==> src/hdl/bridge_ctrl_pkg.sv <==
package bridge_ctrl_pkg;

   // device command codes
   localparam logic [7:0]  CMD_WRITE_CFG  = 8'hd2;
   localparam logic [7:0]  CMD_READ_CFG   = 8'he1;
   localparam logic [7:0]  CMD_SLEEP      = 8'h1e;

   // transaction status byte layout
   localparam int          STAT_BIT_CRC   = 0;
   localparam int          STAT_BIT_ADDR  = 1;
   localparam int          STAT_BIT_START = 3;
   localparam logic [7:0]  STAT_RESET     = 8'h00;

   // write status values
   localparam logic [7:0]  WSTAT_INVALID  = 8'hff;
   localparam logic [7:0]  WSTAT_ALL_ACK  = 8'h00;

   // configuration register
   localparam int          CFG_RATE_W     = 2;
   localparam logic [7:0]  CFG_RESET      = 8'h01;
   localparam logic [1:0]  RATE_100K      = 2'h0;
   localparam logic [1:0]  RATE_400K      = 2'h1;
   localparam logic [1:0]  RATE_900K      = 2'h2;

   // packet checksum, reflected form of x16+x15+x2+1
   localparam logic [15:0] CRC_POLY_REFL  = 16'ha001;
   localparam logic [15:0] CRC_INIT       = 16'h0000;

   // pin synchroniser reset levels
   localparam logic        SLEEP_N_RESET  = 1'b1;
   localparam logic        WAKE_RESET     = 1'b0;

   typedef enum logic [2:0] {
      ST_IDLE   = 3'b000,
      ST_CMD    = 3'b001,
      ST_CFG_WR = 3'b010,
      ST_CFG_RD = 3'b011,
      ST_HALT   = 3'b100
   } ctrl_state_e;

   // outcome of one bus transaction from the transfer engine
   typedef struct packed {
      logic       addr_nack;
      logic       bad_start;
      logic [7:0] nack_index;
   } xact_result_s;

endpackage

==> src/hdl/bridge_status_config_sleep.sv <==
// Function
// - status byte after bus commands: bit0 checksum, bit1 address nack, bit3 start; rest zero
// - error pin active whenever any status bit is set
// - error pin cleared by a valid bus reset
// - checksum failure sets bit0, blocks transfer, write status reads FFh
// - address nack sets bit1, write status reads FFh
// - write status 00h if all acked, else index of first nacked byte
// - command D2h is followed by one byte; its low two bits load configuration, upper bits zero
// - rate field 00 100k, 01 400k, 10 900k; resets to 01
// - command E1h returns configuration in next read byte
// - command 1Eh enters sleep, same as sleep pin
// - active-low sleep pin enters sleep regardless of bus
// - asleep: all bus activity ignored, resets included
// - asleep: rising edge of wake pin leaves sleep once the sleep pin is high
// - zero length or count asserts error pin, waits for bus reset
// - checksum x16+x15+x2+1, received inverted, compared with computed
`timescale 1ns/10ps
`default_nettype none

module bridge_status_config_sleep
   import bridge_ctrl_pkg::*;
(
   // clock and reset
   input  wire logic                       clk_i,
   input  wire logic                       srst_i,
   // decoded bus link
   input  wire logic                       bus_reset_i,
   input  wire logic                       sel_i,
   input  wire logic                       rx_valid_i,
   input  wire logic [7:0]                 rx_data_i,
   input  wire logic                       rd_req_i,
   input  wire logic                       rd_sel_i,
   output logic                            tx_valid_o,
   output logic [7:0]                      tx_data_o,
   // packet checksum
   input  wire logic                       crc_clear_i,
   input  wire logic                       pkt_valid_i,
   input  wire logic [7:0]                 pkt_data_i,
   input  wire logic                       crc_chk_i,
   input  wire logic [15:0]                crc_rx_i,
   input  wire logic                       len_zero_i,
   // transfer engine
   output logic                            i2c_go_o,
   input  wire logic                       xact_done_i,
   input  wire bridge_ctrl_pkg::xact_result_s xact_res_i,
   output logic [1:0]                      i2c_rate_select_o,
   // pins
   input  wire logic                       sleep_req_n_i,
   input  wire logic                       wake_i,
   output logic                            asleep_o,
   output logic                            error_flag_pin_o
);
   import bridge_ctrl_pkg::*;

   ////////////////////////////////////////////////////////////////////////////////
   // checksum step, lsb first

   function automatic logic [15:0] packet_checksum_error_byte(input logic [15:0] c, input logic [7:0] b);
      logic [15:0] r;
      r = c;
      for (int i = 0; i < 8; i++) begin
         if (r[0] ^ b[i]) begin
            r = (r >> 1) ^ CRC_POLY_REFL;
         end else begin
            r = r >> 1;
         end
      end
      return r;
   endfunction

   ////////////////////////////////////////////////////////////////////////////////
   // pin synchronisers

   logic sleep_n_s1_q, sleep_n_s2_q;
   logic wake_s1_q, wake_s2_q, wake_s3_q;
   logic wake_rise;

   always_ff @(posedge clk_i) begin
      if (srst_i) begin
         sleep_n_s1_q <= SLEEP_N_RESET;
         sleep_n_s2_q <= SLEEP_N_RESET;
         wake_s1_q    <= WAKE_RESET;
         wake_s2_q    <= WAKE_RESET;
         wake_s3_q    <= WAKE_RESET;
      end else begin
         sleep_n_s1_q <= sleep_req_n_i;
         sleep_n_s2_q <= sleep_n_s1_q;
         wake_s1_q    <= wake_i;
         wake_s2_q    <= wake_s1_q;
         wake_s3_q    <= wake_s2_q;
      end
   end

   assign wake_rise = wake_s2_q & ~wake_s3_q;

   ////////////////////////////////////////////////////////////////////////////////
   // command sequencer and sleep

   ctrl_state_e state_q, state_d;
   logic        asleep_q, asleep_d;
   logic [7:0]  cfg_q, cfg_d;
   logic        awake;

   assign awake = ~asleep_q;

   always_comb begin
      state_d  = state_q;
      asleep_d = asleep_q;
      cfg_d    = cfg_q;
      if (asleep_q) begin
         if (wake_rise && sleep_n_s2_q) begin
            asleep_d = 1'b0;
            state_d  = ST_IDLE;
         end
      end else if (!sleep_n_s2_q) begin
         asleep_d = 1'b1;
         state_d  = ST_IDLE;
      end else if (bus_reset_i) begin
         state_d = ST_IDLE;
      end else if (len_zero_i) begin
         state_d = ST_HALT;
      end else begin
         case (state_q)
            ST_IDLE: begin
               if (sel_i) begin
                  state_d = ST_CMD;
               end
            end
            ST_CMD: begin
               if (rx_valid_i) begin
                  case (rx_data_i)
                     CMD_WRITE_CFG: state_d = ST_CFG_WR;
                     CMD_READ_CFG:  state_d = ST_CFG_RD;
                     CMD_SLEEP: begin
                        asleep_d = 1'b1;
                        state_d  = ST_IDLE;
                     end
                     default:       state_d = ST_IDLE;
                  endcase
               end
            end
            ST_CFG_WR: begin
               if (rx_valid_i) begin
                  cfg_d   = {6'h00, rx_data_i[CFG_RATE_W-1:0]};
                  state_d = ST_IDLE;
               end
            end
            ST_CFG_RD: begin
               if (rd_req_i) begin
                  state_d = ST_IDLE;
               end
            end
            ST_HALT: state_d = ST_HALT;
            default: state_d = ST_IDLE;
         endcase
      end
   end

   always_ff @(posedge clk_i) begin
      if (srst_i) begin
         state_q  <= ST_IDLE;
         asleep_q <= 1'b0;
         cfg_q    <= CFG_RESET;
      end else begin
         state_q  <= state_d;
         asleep_q <= asleep_d;
         cfg_q    <= cfg_d;
      end
   end

   assign asleep_o          = asleep_q;
   assign i2c_rate_select_o = cfg_q[CFG_RATE_W-1:0];

   ////////////////////////////////////////////////////////////////////////////////
   // checksum, status and write status

   logic [7:0]  stat_q, stat_d;
   logic [7:0]  wstat_q, wstat_d;
   logic [15:0] crc_q, crc_d;
   logic        len_err_q, len_err_d;
   logic        go_q, go_d;
   logic        crc_bad;

   assign crc_bad = (~crc_rx_i != crc_q);

   always_comb begin
      stat_d    = stat_q;
      wstat_d   = wstat_q;
      crc_d     = crc_q;
      len_err_d = len_err_q;
      go_d      = 1'b0;
      // clear first so that a same-cycle event wins
      if (awake && bus_reset_i) begin
         stat_d    = STAT_RESET;
         len_err_d = 1'b0;
      end
      if (awake && crc_clear_i) begin
         crc_d = CRC_INIT;
      end else if (awake && pkt_valid_i) begin
         crc_d = packet_checksum_error_byte(crc_q, pkt_data_i);
      end
      if (awake && crc_chk_i) begin
         stat_d = STAT_RESET;
         if (crc_bad) begin
            stat_d[STAT_BIT_CRC] = 1'b1;
            wstat_d              = WSTAT_INVALID;
         end else begin
            go_d = 1'b1;
         end
      end
      if (xact_done_i) begin
         stat_d[STAT_BIT_ADDR]  = xact_res_i.addr_nack;
         stat_d[STAT_BIT_START] = xact_res_i.bad_start;
         wstat_d = xact_res_i.addr_nack ? WSTAT_INVALID : xact_res_i.nack_index;
      end
      if (awake && len_zero_i) begin
         len_err_d = 1'b1;
      end
   end

   always_ff @(posedge clk_i) begin
      if (srst_i) begin
         stat_q    <= STAT_RESET;
         wstat_q   <= WSTAT_ALL_ACK;
         crc_q     <= CRC_INIT;
         len_err_q <= 1'b0;
         go_q      <= 1'b0;
      end else begin
         stat_q    <= stat_d;
         wstat_q   <= wstat_d;
         crc_q     <= crc_d;
         len_err_q <= len_err_d;
         go_q      <= go_d;
      end
   end

   assign i2c_go_o         = go_q;
   assign error_flag_pin_o = (|stat_q) | len_err_q;

   ////////////////////////////////////////////////////////////////////////////////
   // read byte path

   logic       tx_valid_q, tx_valid_d;
   logic [7:0] tx_data_q, tx_data_d;

   always_comb begin
      tx_valid_d = awake & rd_req_i;
      tx_data_d  = tx_data_q;
      if (tx_valid_d) begin
         if (state_q == ST_CFG_RD) begin
            tx_data_d = cfg_q;
         end else begin
            tx_data_d = rd_sel_i ? wstat_q : stat_q;
         end
      end
   end

   always_ff @(posedge clk_i) begin
      if (srst_i) begin
         tx_valid_q <= 1'b0;
         tx_data_q  <= 8'h00;
      end else begin
         tx_valid_q <= tx_valid_d;
         tx_data_q  <= tx_data_d;
      end
   end

   assign tx_valid_o = tx_valid_q;
   assign tx_data_o  = tx_data_q;
endmodule

`default_nettype wire

==> config.mk <==
export PLATFORM = sky130hd
export DESIGN_NAME = bridge_status_config_sleep
export DESIGN_NICKNAME = d
export VERILOG_FILES = /design/src/hdl/bridge_ctrl_pkg.sv /design/src/hdl/bridge_status_config_sleep.sv
export SDC_FILE = /design/constraint.sdc
export NUM_CORES = 1
export LEC_CHECK = 0
export CORE_UTILIZATION = 25
export CTS_CLUSTER_SIZE = 28
export DETAILED_ROUTE_END_ITERATION = 12
export DONT_BUFFER_PORTS = 1
export GPL_ROUTABILITY_DRIVEN = 0
export PLACE_DENSITY = 0.52
export SETUP_SLACK_MARGIN = 0.4
export SYNTH_ARGS = -nofsm -noshare
export SYNTH_HDL_FRONTEND = slang
export SYNTH_SLANG_ARGS = --single-unit
export TNS_END_PERCENT = 5
==> constraint.sdc <==
create_clock -name clk_i -period 1.8 [get_ports clk_i]
set_input_delay 0.27 -clock clk_i [delete_from_list [all_inputs] [get_ports clk_i]]
set_output_delay 0.27 -clock clk_i [all_outputs]
set_load 0.01 [all_outputs]
**Word level (Yosys, flattened, before mapping)**

Index checks and enable logic that the tools add are counted.

- Register bits after elaboration: 49
- Bits of input ports: 56
- Output and inout bits: 14
- Word-level logic and storage cells: 127

- Equality and inequality tests: 13
- Multiplexer cells: 55
- Bitwise logic cells: 25
- Reduce and logical (&&, ||, !) cells: 18

Operator list:

| cell | number |
|---|---|
| 16-bit two-way mux | 22 |
| 8-bit two-way mux | 6 |
| 3-bit two-way mux | 9 |
| 6-bit != test, second input constant | 4 |
| 2-bit NOT with 3-bit output | 8 |
| 8-bit == test, second input constant | 2 |
| 16-bit != test | 1 |
| 16-bit NOT | 1 |
| 3-bit one-hot mux with 5 select lines | 1 |
| 1-bit two-way mux | 14 |
| 8-bit by 5-bit == test with 1-bit output, second input constant | 1 |
| 4-bit two-way mux | 2 |
| 2-bit nonzero test | 4 |
| 1-bit bitwise XOR | 8 |
| 3-bit by 2-bit == test with 1-bit output, second input constant | 2 |
| 1-bit logical AND | 6 |
| 6-bit AND reduction | 1 |
| 1-bit NOT | 5 |
| 5-bit AND reduction | 1 |
| 2-bit one-hot mux with 2 select lines | 1 |
| 2-bit OR reduction | 2 |
| 3-bit by 1-bit == test with 1-bit output, second input constant | 1 |
| 3-bit == test, second input constant | 1 |
| 3-bit logical NOT | 1 |
| 6 further kinds | 7 |

**Longest topological paths before layout**

Gate-level depths: netlist (run 1).

- Word-level depth: 30
- Gate-level depth with buffers: 7
- Gate-level depth less buffers: 6

**Worst setup path after synthesis (run 1)**

Ideal clock, no wire load.

- Path type: register to register
- From: register crc_q[1]
- To: register crc_q[0]
- Setup time: 0.073 ns
- Arrival time: 1.865 ns
- Required time: 1.727 ns
- Path slack: -0.138 ns
- Stages on the path, launching flop included: 7
- Path buffers: 0
- Period minus slack after synthesis: 1.938 ns
- Cell sequence: dfxtp_1 > xnor2_1 > xnor2_1 > xnor3_2 > xnor2_1 > or4_1 > o211ai_2

- Longest elaborated chain between the ends: 30

Ends and longest elaborated chain:

| what | line | source |
|---|---|---|
| start, declared | bridge_status_config_sleep.sv:179 | `logic [15:0] crc_q, crc_d;` |
| start signal, assigned | bridge_status_config_sleep.sv:231 | `crc_q <= crc_d;` |
| 2-bit NOT with 3-bit output (no source line) | n/a |  |
| 16-bit two-way mux * | bridge_status_config_sleep.sv:62 | `if (r[0] ^ b[i]) begin` |
| 16-bit two-way mux * | bridge_status_config_sleep.sv:199 | `end else if (awake && pkt_valid_i) begin` |
| 16-bit two-way mux * | bridge_status_config_sleep.sv:197 | `if (awake && crc_clear_i) begin` |
| 1-bit bitwise XOR * | bridge_status_config_sleep.sv:62 |  |
| 16-bit two-way mux * | bridge_status_config_sleep.sv:62 |  |
| 16-bit two-way mux * | bridge_status_config_sleep.sv:199 |  |
| 16-bit two-way mux * | bridge_status_config_sleep.sv:197 |  |
| [14 not listed] | n/a |  |
| 16-bit two-way mux * | bridge_status_config_sleep.sv:199 |  |
| 16-bit two-way mux * | bridge_status_config_sleep.sv:197 |  |
| 1-bit bitwise XOR * | bridge_status_config_sleep.sv:62 |  |
| 16-bit two-way mux * | bridge_status_config_sleep.sv:62 |  |
| 16-bit two-way mux * | bridge_status_config_sleep.sv:199 |  |
| 16-bit two-way mux * | bridge_status_config_sleep.sv:197 |  |
| 1-bit bitwise XOR * | bridge_status_config_sleep.sv:62 |  |
| 16-bit two-way mux * | bridge_status_config_sleep.sv:62 |  |

Mark *: on every way between the ends. The rest lies on a longest branch, timed or not. The select of a mux whose other input is x is not followed.
A chain may end at the register's enable or synchronous reset.

**Worst setup path in the final report (run 1)**

- From: register crc_q[5]
- To: register crc_q[0]

- Longest elaborated chain between the ends: 26

Ends and longest elaborated chain:

| what | line |
|---|---|
| 16-bit two-way mux * | bridge_status_config_sleep.sv:62 |
| 16-bit two-way mux * | bridge_status_config_sleep.sv:199 |
| 16-bit two-way mux * | bridge_status_config_sleep.sv:197 |
| 16-bit two-way mux * | bridge_status_config_sleep.sv:62 |
| 16-bit two-way mux * | bridge_status_config_sleep.sv:199 |
| 16-bit two-way mux * | bridge_status_config_sleep.sv:197 |
| 16-bit two-way mux * | bridge_status_config_sleep.sv:62 |
| 16-bit two-way mux * | bridge_status_config_sleep.sv:199 |
| [10 not listed] | n/a |
| 16-bit two-way mux * | bridge_status_config_sleep.sv:199 |
| 16-bit two-way mux * | bridge_status_config_sleep.sv:197 |
| 1-bit bitwise XOR * | bridge_status_config_sleep.sv:62 |
| 16-bit two-way mux * | bridge_status_config_sleep.sv:62 |
| 16-bit two-way mux * | bridge_status_config_sleep.sv:199 |
| 16-bit two-way mux * | bridge_status_config_sleep.sv:197 |
| 1-bit bitwise XOR * | bridge_status_config_sleep.sv:62 |
| 16-bit two-way mux * | bridge_status_config_sleep.sv:62 |

Marked as above.

==> summary.md, run 1 <==
| Metric | Value |
|---|---|
| Hold EP | `state_q[0]` |
| Drt via density | `4.904` |
| Async SR Flop Fraction | `0%` |
| Synthesis Warnings | `0` |
| Clk network pwr share | `28.4%` |
| Post-synthesis adder-cell area fraction | `0%` |
| Die Width | `98.12 um` |
| Yosys cell types | `40` |
| Layout net count | `341` |
| Initial Utilization | `26.10%` |
| Outcome | `finished, violations left` |
| DR pass1 iterations | `8` |
| H-tree depth | `2` |
| F_max | `522.7 MHz` |
| Finished Cell Area | `2933 sq um` |
| CP max stage cell | `xnor3_2` |
| Boundary Pins | `70` |
| Maximum VDD drop | `0.0002982 V` |
| Setup ws final | `-0.1130 ns` |
| Via count | `1932` |
| Setup TNS | `-0.1688 ns` |
| Leakage | `1.041 nW` |
| Skew-Pair Late Insertion Delay | `0.31 ns` |
| Switching part of the total power | `28.83%` |
| WL per Instance | `15.23 um` |
| Die height | `98.12 um` |
| PortBufs | `0` |
| Detail Route Antenna Nets | `0` |
| Slew margin rel. | `65.38%` |
| Largest net degree at the start of global routing | `35` |
| RR Endpoint | `crc_q[0]` |
| CP peak stage delay | `0.48 ns` |
| Pre-CTS WS | `-0.08086 ns` |
| Min Clock Period, post-route | `1.913 ns` |
| CTS tree | `built` |
| MaxCap Viol Count | `0` |
| Delay-heaviest family, CP | `XOR/XNOR gates` |
| Vias in the first global route | `1905` |
| Psw | `702.9 uW` |
| Cell Pwr Density | `831.2 nW/um^2` |
| GRT overflow | `0` |
| Final count of negative-setup-slack endpoints | `2` |
| Slew @ Worst Pin | `0.5123 ns` |
| Synth Area in XOR/XNOR | `15.28%` |
| DR iter-0 viols | `31` |
| Setup crit end kind | `flop` |
| HP Start | `srst_i` |
| Yosys reg bits | `49` |
| Slew Limit Fails | `0` |
| Num Clock Sinks | `49` |
| CP max FO | `2` |
| Synth Area in Simple Gates | `21.72%` |
| Initial antenna violation count | `0` |
| Crit path DAT | `2.15 ns` |
| CTS Buffer Depth | `2` |
| Flop pwr share | `49.2%` |
| ANT cells | `0` |
| WL final | `5999 um` |
| Post-Syn Area | `2310 sq um` |
| Violations in the final reports | `DRC, setup timing` |
| Main combinational cell family by area after synthesis | `simple AND/OR/NAND/NOR gates` |
| Post-synthesis compound-gate area fraction | `14.57%` |
| Internal power | `1.735 mW` |
| DP Area | `2599 sq um` |
| Core area | `8848 sq um` |
| Crit path required time | `2.04 ns` |
| Placed Instances | `379` |
| Synthesized Nets | `320` |
| Top post-synthesis cells by area | `dfxtp_1 (42%), xnor2_1 (11%), nor2_1 (7.5%)` |
| Fin util | `33.14%` |
| Row cnt | `34` |
| Clock slew at reported path FFs | `0.10 ns` |
| Synth Area per Inst | `8.749 sq um` |
| Share of the synthesized area in the top cell type | `42.47%` |
| Final cell count without fillers | `394` |
| Final hold vios | `0` |
| RSZ-0062 raised after global routing | `yes` |
| Logic gate share of total power | `22.4%` |
| Area Overhead vs Synth | `26.98%` |
| Crit path top cell by count | `xnor2_1` |
| Cell Chain, Critical Path | `xnor2_2, xnor2_1, xnor3_2, xnor2_1, or4_1, o211ai_2` |
| Number of buffers created by CTS | `5` |
| Setup slack, reg-to-reg | `-0.11 ns` |
| RR Startpoint | `crc_q[5]` |
| Share of cells above drive strength 1 | `26.92%` |
| Startpoint types | `flop` |
| Fin Clk Skew | `0.01397 ns` |
| DPL Wire Length | `4240 um` |
| EDFF count, synth | `0` |
| Root Driver | `clkbuf_8` |
| Global-route wire length before repair | `9328 um` |
| CP bufs+invs | `0` |
| Final Cycle Share | `106.3%` |
| Seq/Total Area, Yosys | `42.47%` |
| Gr usage total | `12.25%` |
| Worst hold path type | `input port to flop` |
| Hold Path Cell Cnt | `1` |
| Critical path class | `flop to flop` |
| Mux share of post-synthesis cell area | `3.088%` |
| Die area | `9628 sq um` |
| Reg2reg path depth | `6` |
| Synth area leader | `dfxtp_1` |
| Top FF cell, synth | `dfxtp_1` |
| DRC | `7` |
| Mapped Cells | `264` |
-- synth_stat cells, types with 2 or more instances --
| cell type | count |
|---|---|
| dfxtp_1 | 49 |
| nor2_1 | 46 |
| xnor2_1 | 30 |
| nand2_1 | 25 |
| a211oi_1 | 18 |
| a21oi_1 | 16 |
| clkbuf_1 | 12 |
| a22oi_1 | 7 |
| mux2i_1 | 6 |
| nor2b_1 | 6 |
| nand3_1 | 4 |
| nor4_1 | 4 |
| nand3b_1 | 3 |
| nor3_1 | 3 |
| nand2b_1 | 2 |
| nand4_1 | 2 |
| nor4b_1 | 2 |
| nor4bb_1 | 2 |
| o21ai_1 | 2 |
| or2_1 | 2 |
| or4_1 | 2 |
| xnor2_2 | 2 |
| xor2_1 | 2 |
-- worst max-delay path by stage --
stage                         from  cells after the start        to
after floorplan           crc_q[5]                      6  crc_q[0]
after global placement    crc_q[5]                      6  crc_q[0]
after detailed placement  crc_q[2]                      6  crc_q[0]
after CTS                 crc_q[0]                      6  crc_q[0]
after global routing      crc_q[5]                      6  crc_q[0]
final                     crc_q[5]                      6  crc_q[0]
-- routing by layer --
metal / track usage [%] / vias to the layer above / share of wire, %
met1: 15.12 / 909 / 45
met3: 4.080 / 7 / 6.8
met5: 0 / - / 0
li1: - / 959 / -
met4: 3.380 / 0 / 1.1
met2: 20.31 / 57 / 47
-- stage by stage --
step,hold slack (ns),power [mW]
after global routing,-0.0006068,2.574
after detailed placement,0.3459,1.674
final,0.01374,2.438
after global placement,0.3462,1.671
after floorplan,0.3671,1.535
after CTS,0.004324,2.427
-- flip-flops by register name (all words and copies together), names as in the netlist, 2 cells and up --
| register | count |
|---|---|
| cfg_q | 2 |
| crc_q | 16 |
| stat_q | 3 |
| state_q | 3 |
| tx_data_o | 8 |
| wstat_q | 8 |
-- power by group through the flow --
stage          logic [mW]  clock network, mW  registers (mW)
6_report            0.545              0.692            1.20
5_1_grt             0.598              0.766            1.21
4_1_cts             0.508              0.720            1.20
3_5_place_dp        0.451                  0            1.22
3_3_place_gp        0.449                  0            1.22
2_1_floorplan       0.323                  0            1.21
-- what timing repair did --
| action | CTS | global route |
|---|---|---|
| pin swaps | 21 | 22 |
| gates resized for setup | 28 | 11 |
| hold buffers | 0 | 4 |
| endpoints found under the hold margin | 0 | 8 |
| buffers inserted | 2 | 1 |
| endpoints found under the setup margin | 22 | 20 |
-- area by class of cell --
type | instances | area (sq um)
clock buffers | 5 | 68.82
clock inverters | 3 | 25.02
repair buffers | 28 | 236.5
multi-input cells | 199 | 1454
well taps | 108 | 135.1
flip-flops and latches | 49 | 1003
fillers | 925 | 5916
inverters | 2 | 10.01
-- worst register-to-register path: cells and delay by family (launching register included) --
| family | cells | cell delay [ns] |
|---|---|---|
| xor gates and xnor gates | 4 | 1.00 |
| and+or+nand+nor | 1 | 0.42 |
| DFF | 1 | 0.34 |
| AOI/OAI and AO/OA | 1 | 0.09 |
-- logic make-up (layout without fill, tap and decap cells) --
family | after synthesis | count (layout)
simple gates | 106 | 106
mux | 7 | 7
xor+xnor | 36 | 36
flops | 49 | 49
compound gates | 50 | 50
buf+inv | 16 | 38
-- cells in the final DEF, fill, tap and decap left out, types with 2 or more instances in the layout --
cell,instances
nand3b_1,3
a211oi_2,9
nand3_1,2
a21oi_2,2
dfxtp_2,6
nor4bb_1,2
dfxtp_4,4
o21ai_1,2
dlygate4sd3_1,4
a21oi_1,14
xnor2_1,21
mux2i_1,6
xor2_1,2
nand2b_1,2
a22oi_1,7
xnor2_2,10
nand3_2,2
nor4_2,2
nor4_1,2
dfxtp_1,39
a211oi_1,9
nand4_1,2
nand2_1,25
nor2_1,46
clkbuf_8,5
nor2b_1,6
buf_4,22
or2_1,2
(Power assumes the default switching activity.)
==> run 2: changes to the inputs <==
--- a/config.mk
+++ b/config.mk
@@ -10,7 +10,7 @@
 export DETAILED_ROUTE_END_ITERATION = 12
 export DONT_BUFFER_PORTS = 1
 export GPL_ROUTABILITY_DRIVEN = 0
-export PLACE_DENSITY = 0.52
+export PLACE_DENSITY = 0.46
 export SETUP_SLACK_MARGIN = 0.4
 export SYNTH_ARGS = -nofsm -noshare
 export SYNTH_HDL_FRONTEND = slang
==> constraint.sdc (replaced) <==
create_clock -name clk_i -period 2.29 [get_ports clk_i]
set_input_delay 0.3435 -clock clk_i [delete_from_list [all_inputs] [get_ports clk_i]]
set_output_delay 0.3435 -clock clk_i [all_outputs]
set_load 0.01 [all_outputs]
==> run 2 against run 1 <==
Compared with the run above: the flow finishes with violations (DRC); core utilization decreased by 3.0 points; clock-buffer cell count did not move; via count is 5.8% lower; largest power group unchanged; non-clock buffer count fell by 20; design area decreased by 9.0%; register-to-register slack better by 0.48 ns; clock skew grew 0.00083 ns.
==> summary.md, run 2 (synthesis gave the netlist of run 1 again) <==
| Metric | Value |
|---|---|
| CTS tree | `built` |
| Vias in the first global route | `1831` |
| DPL Wire Length | `4211 um` |
| Slew margin rel. | `66.48%` |
| CP peak stage delay | `0.48 ns` |
| Violations in the final reports | `DRC` |
| Row cnt | `34` |
| Setup slack, reg-to-reg | `0.37 ns` |
| Critical Path Stages | `6` |
| Crit path required time | `2.52 ns` |
| RR Endpoint | `crc_q[0]` |
| Cell Chain, Critical Path | `xnor2_4, xnor2_2, xnor3_2, xnor2_2, or4_4, o211ai_2` |
| GRT overflow | `0` |
| H-tree depth | `2` |
| Setup TNS | `0 ns` |
| RSZ-0062 raised after global routing | `yes` |
| Fin Clk Skew | `0.01480 ns` |
| MaxCap Viol Count | `0` |
| Number of flip-flops in the largest register | `16` |
| Layout net count | `321` |
| Cell Pwr Density | `687.9 nW/um^2` |
| Critical path class | `flop to flop` |
| Final Cycle Share | `84.05%` |
| Area Overhead vs Synth | `15.55%` |
| Clock slew at reported path FFs | `0.10 ns` |
| Core area | `8848 sq um` |
| Startpoint types | `flop` |
| DRC | `10` |
| Final cell count without fillers | `374` |
| Maximum VDD drop | `0.0002337 V` |
| RR Startpoint | `crc_q[5]` |
| CTS Buffer Depth | `2` |
| DR pass1 iterations | `8` |
| Share of cells above drive strength 1 | `13.91%` |
| Hold Path Cell Cnt | `1` |
| Initial Utilization | `26.10%` |
| Boundary Pins | `70` |
| Placed Instances | `360` |
| Skew-Pair Late Insertion Delay | `0.31 ns` |
| WL final | `5610 um` |
| Crit path top cell by count | `xnor2_2` |
| CP max stage cell | `xnor3_2` |
| Worst setup startpoint | `crc_q[5]` |
| Detail Route Antenna Nets | `0` |
| Die area | `9628 sq um` |
| Final hold vios | `0` |
| Total power draw | `1.836 mW` |
| Drt via density | `4.864` |
| Reg2reg path depth | `6` |
| Commonest non-fill, non-tap cell in the layout | `nor2_1` |
| F_max | `519.5 MHz` |
| Die Width | `98.12 um` |
| Hold EP | `wake_s1_q` |
| Fill cell count | `962` |
| Min Clock Period, post-route | `1.925 ns` |
| Largest Register | `crc_q` |
| HP Start | `srst_i` |
| Leakage | `0.9244 nW` |
| Root Driver | `clkbuf_8` |
| WL per Instance | `15.00 um` |
| Outcome | `finished, violations left` |
| Setup crit end kind | `flop` |
| Crit path DAT | `2.16 ns` |
| Die height | `98.12 um` |
| Delay-heaviest family, CP | `XOR/XNOR gates` |
| Number of buffers created by CTS | `5` |
| CP max FO | `3` |
| Largest net degree at the start of global routing | `35` |
| PortBufs | `0` |
| DR iter-0 viols | `37` |
| Slew @ Worst Pin | `0.4960 ns` |
| Post-CTS Hold Buffers | `0` |
| Final count of negative-setup-slack endpoints | `0` |
| Gr usage total | `12.16%` |
| Initial antenna violation count | `0` |
| ANT cells | `0` |
| CP bufs+invs | `0` |
| Commonest non-fill, non-tap cells in the layout | `nor2_1 (46), dfxtp_1 (45), nand2_1 (25), xnor2_1 (21), a211oi_1 (18)` |
| Worst hold path type | `input port to flop` |
| Num Clock Sinks | `49` |
| Global-route wire length before repair | `9225 um` |
| Via count | `1819` |
| Slew Limit Fails | `0` |
| Fin util | `30.16%` |
[run 2: cell count changes in the layout (fill, tap and decap cells not counted), moves of 4 or more]
cell	change
buf_4	-14
a211oi_1	+9
a211oi_2	-9
dfxtp_1	+6
dfxtp_2	-4
dlygate4sd3_1	-4
[run 2: repair_timing]
| item | in CTS | in global routing |
|---|---|---|
| resized for setup | 9 | 8 |
| endpoints found under the setup margin | 1 | 10 |
| pin swaps | 7 | 6 |
| setup buffers | 4 | 2 |
| endpoints found under the hold margin | 0 | 0 |
[run 2: worst register-to-register path, stage by stage, from the launching register on]
cell and delay (ns):
dfxtp_4 0.38, xnor2_4 0.20, xnor2_2 0.15, xnor3_2 0.48, xnor2_2 0.17, or4_4 0.42, o211ai_2 0.07
[run 2: worst max path at each step]
stage	end	slack (ns)
floorplan	crc_q[0]	0.43
global placement	crc_q[0]	0.33
detailed placement	crc_q[0]	0.29
CTS	crc_q[0]	0.38
global route	crc_q[0]	0.30
finish	crc_q[0]	0.37
[run 2: final cells by class]
| cell class | instances | area (sq um) | area share (%) |
|---|---|---|---|
| clock buffer | 5 | 68.82 | 2.579 |
| clock inverter | 3 | 25.02 | 0.9376 |
| inverter | 2 | 10.01 | 0.3751 |
| multi-input combinational | 199 | 1379 | 51.66 |
| sequential | 49 | 991.0 | 37.13 |
| tap | 108 | 135.1 | 5.063 |
| timing repair buffer | 8 | 60.06 | 2.250 |
[run 2: where the power goes]
group / internal (mW) / switching [mW] / leakage, nW
registers: 0.900 / 0.0458 / 0.405
logic: 0.192 / 0.157 / 0.474
clock network: 0.223 / 0.318 / 0.0452
[run 2: per-layer routing]
metal / GRT usage, % / up-vias / share of wire, %
met3: 3.937 / 5 / 7.6
met4: 3.963 / 0 / 0.89
met2: 20.42 / 55 / 48
met1: 14.66 / 851 / 44
met5: 0 / - / 0
li1: - / 908 / -
[run 2: stage by stage]
step	worst slack [ns]	hold slack, ns	instance area, sq um
after floorplan	0.4263	0.3832	2332
after detailed placement	0.2949	0.4006	2426
after global routing	0.3031	0.07138	2669
after CTS	0.3787	0.07908	2608
after global placement	0.3322	0.3955	2426
final	0.3652	0.09624	2669
==> run 3: changes to the inputs <==
--- a/config.mk
+++ b/config.mk
@@ -10,7 +10,7 @@
 export DETAILED_ROUTE_END_ITERATION = 12
 export DONT_BUFFER_PORTS = 1
 export GPL_ROUTABILITY_DRIVEN = 0
-export PLACE_DENSITY = 0.46
+export PLACE_DENSITY = 0.48
 export SETUP_SLACK_MARGIN = 0.4
 export SYNTH_ARGS = -nofsm -noshare
 export SYNTH_HDL_FRONTEND = slang
==> constraint.sdc (replaced) <==
create_clock -name clk_i -period 1.6 [get_ports clk_i]
set_input_delay 0.24 -clock clk_i [delete_from_list [all_inputs] [get_ports clk_i]]
set_output_delay 0.24 -clock clk_i [all_outputs]
set_load 0.01 [all_outputs]
==> run 3 against run 2 <==
Compared with the run above: the flow finishes with violations (DRC, setup timing); via count increased by 6.4%; clock skew decreased by 0.0076 ns; combinational power increased by 78%; clock power increased by 44%; critical path depth unchanged; highest routed layer unchanged; core utilization increased by 3.4 points; design area increased by 11%; critical path type unchanged; global-route usage increased by 0.16 points; final cell count increased by 7.0%; critical endpoint unchanged; die area unchanged.
==> summary.md, run 3 (synthesis gave the netlist of run 1 again) <==
| Metric | Value |
|---|---|
| Crit path required time | `1.83 ns` |
| Critical path class | `flop to flop` |
| Pre-CTS WS | `-0.3195 ns` |
| Commonest non-fill, non-tap cell in the layout | `nor2_1` |
| Worst hold path type | `input port to flop` |
| GRT overflow | `0` |
| Area Overhead vs Synth | `28.55%` |
| Root Driver | `clkbuf_8` |
| H-tree depth | `2` |
| CP max stage cell | `xnor3_2` |
| Startpoint types | `flop` |
| Cell Chain, Critical Path | `xor2_4, xnor2_2, xnor3_2, xnor2_1, or4_1, o211ai_2` |
| RSZ-0062 raised after global routing | `yes` |
| DR iter-0 viols | `28` |
| Final count of negative-setup-slack endpoints | `13` |
| Number of buffers created by CTS | `5` |
| CTS tree | `built` |
| Die height | `98.12 um` |
| Internal power | `1.965 mW` |
| Setup slack, reg-to-reg | `-0.31 ns` |
| Maximum VDD drop | `0.0003387 V` |
| Setup TNS | `-1.510 ns` |
| Global-route wire length before repair | `9466 um` |
| Cell Pwr Density | `927.8 nW/um^2` |
| Largest Register | `crc_q` |
| Clk network pwr share | `28.3%` |
| Outcome | `finished, violations left` |
| Drt via density | `4.838` |
| Total power draw | `2.755 mW` |
| Share of cells above drive strength 1 | `28.08%` |
| Min Clock Period, post-route | `1.907 ns` |
| Switching part of the total power | `28.65%` |
| HP Start | `sleep_req_n_i` |
| RR Startpoint | `crc_q[0]` |
| PortBufs | `0` |
| Vias in the first global route | `1907` |
| Final hold slack | `0.02636 ns` |
| WL per Instance | `14.52 um` |
| Hold EP | `sleep_n_s1_q` |
| Boundary Pins | `70` |
| DPL Wire Length | `4316 um` |
| Die area | `9628 sq um` |
| RR Endpoint | `crc_q[0]` |
| Initial antenna violation count | `0` |
| Gr usage total | `12.32%` |
| Final Cycle Share | `119.2%` |
| ANT cells | `0` |
| Setup ws final | `-0.3067 ns` |
| Psw | `789.4 uW` |
| DRC | `7` |
| CTS Buffer Depth | `2` |
| Slew Limit Fails | `0` |
| Largest net degree at the start of global routing | `31` |
| WL final | `5806 um` |
| CP bufs+invs | `0` |
| Slew @ Worst Pin | `1.099 ns` |
| F_max | `524.5 MHz` |
| Violations in the final reports | `DRC, setup timing` |
| CP peak stage delay | `0.46 ns` |
| Delay-heaviest family, CP | `XOR/XNOR gates` |
| Skew-Pair Late Insertion Delay | `0.31 ns` |
| Num Clock Sinks | `49` |
| Clock slew at reported path FFs | `0.09 ns` |
| Logic gate share of total power | `22.5%` |
| Die Width | `98.12 um` |
| Final hold vios | `0` |
| Via count | `1935` |
| Crit path DAT | `2.14 ns` |
| Hold Path Cell Cnt | `1` |
| Fin Clk Skew | `0.007191 ns` |
| Commonest non-fill, non-tap cells in the layout | `nor2_1 (46), dfxtp_1 (37), buf_4 (29), nand2_1 (24), xnor2_1 (21)` |
| Initial Utilization | `26.10%` |
| Core area | `8848 sq um` |
| Slew margin rel. | `26.77%` |
| Detail Route Antenna Nets | `0` |
| DR pass1 iterations | `8` |
| Flop pwr share | `49.1%` |
| Row cnt | `34` |
| Layout net count | `347` |
| MaxCap Viol Count | `0` |
| Reg2reg path depth | `6` |
| Setup crit end kind | `flop` |
| CP max FO | `3` |
| Number of flip-flops in the largest register | `16` |
| Leakage | `1.090 nW` |
run 3: changes by cell type in the layout (fill, tap and decap cells not counted), sizes merged:
cell,before,now
clkinv,0,1
dlymetal6s4s,0,1
buf,8,33
inv,4,3
run 3: stage by stage:
stage / cells / utilization [%] / cell area [sq um]
after detailed placement: 389 / 30.36 / 2686
after global placement: 389 / 30.36 / 2686
after CTS: 399 / 32.08 / 2839
after floorplan: 264 / - / 2350
after global routing: 400 / 33.55 / 2969
final: 400 / 33.55 / 2969
run 3: cell type report:
class                           count  area, sq um
Fill cell                         923         5879
Multi-Input combinational cell    199         1436
Sequential cell                    49         1001
Timing Repair Buffer               34        292.8
Tap cell                          108        135.1
Clock buffer                        5        68.82
Clock inverter                      3        25.02
Inverter                            2        10.01
run 3: timing repair:
| action | CTS | global route |
|---|---|---|
| hold buffers | 1 | 0 |
| pin swaps | 8 | 15 |
| hold endpoints to repair | 30 | 0 |
| gates resized for setup | 13 | 24 |
| endpoints found under the setup margin | 35 | 48 |
| setup buffers | 1 | 1 |
run 3: power by group through the flow:
stage,clock network (mW),registers [mW],logic [mW]
4_1_cts,0.815,1.35,0.564
5_1_grt,0.880,1.36,0.679
6_report,0.780,1.35,0.621
3_5_place_dp,0,1.38,0.530
2_1_floorplan,0,1.36,0.363
3_3_place_gp,0,1.37,0.529
run 3: worst max-delay path by stage:
| stage | startpoint | to | depth (start not counted) |
|---|---|---|---|
| after floorplan | crc_q[5] | crc_q[0] | 6 |
| after global placement | crc_q[5] | crc_q[0] | 6 |
| after detailed placement | crc_q[5] | crc_q[0] | 6 |
| after CTS | crc_q[4] | crc_q[0] | 6 |
| after global routing | crc_q[0] | crc_q[0] | 6 |
| final | crc_q[0] | crc_q[0] | 6 |
run 3: layer usage:
metal	vias up	track usage [%]	wire (um)
met1	904	15.72	2578
met5	-	0	0
met3	5	3.794	444
met2	59	19.99	2728
met4	0	3.497	55
li1	967	-	-
run 3: worst reg2reg max path: stages (launching register included):
cell      delay, ns
dfxtp_4        0.40
xor2_4         0.18
xnor2_2        0.14
xnor3_2        0.46
xnor2_1        0.15
or4_1          0.42
o211ai_2       0.08
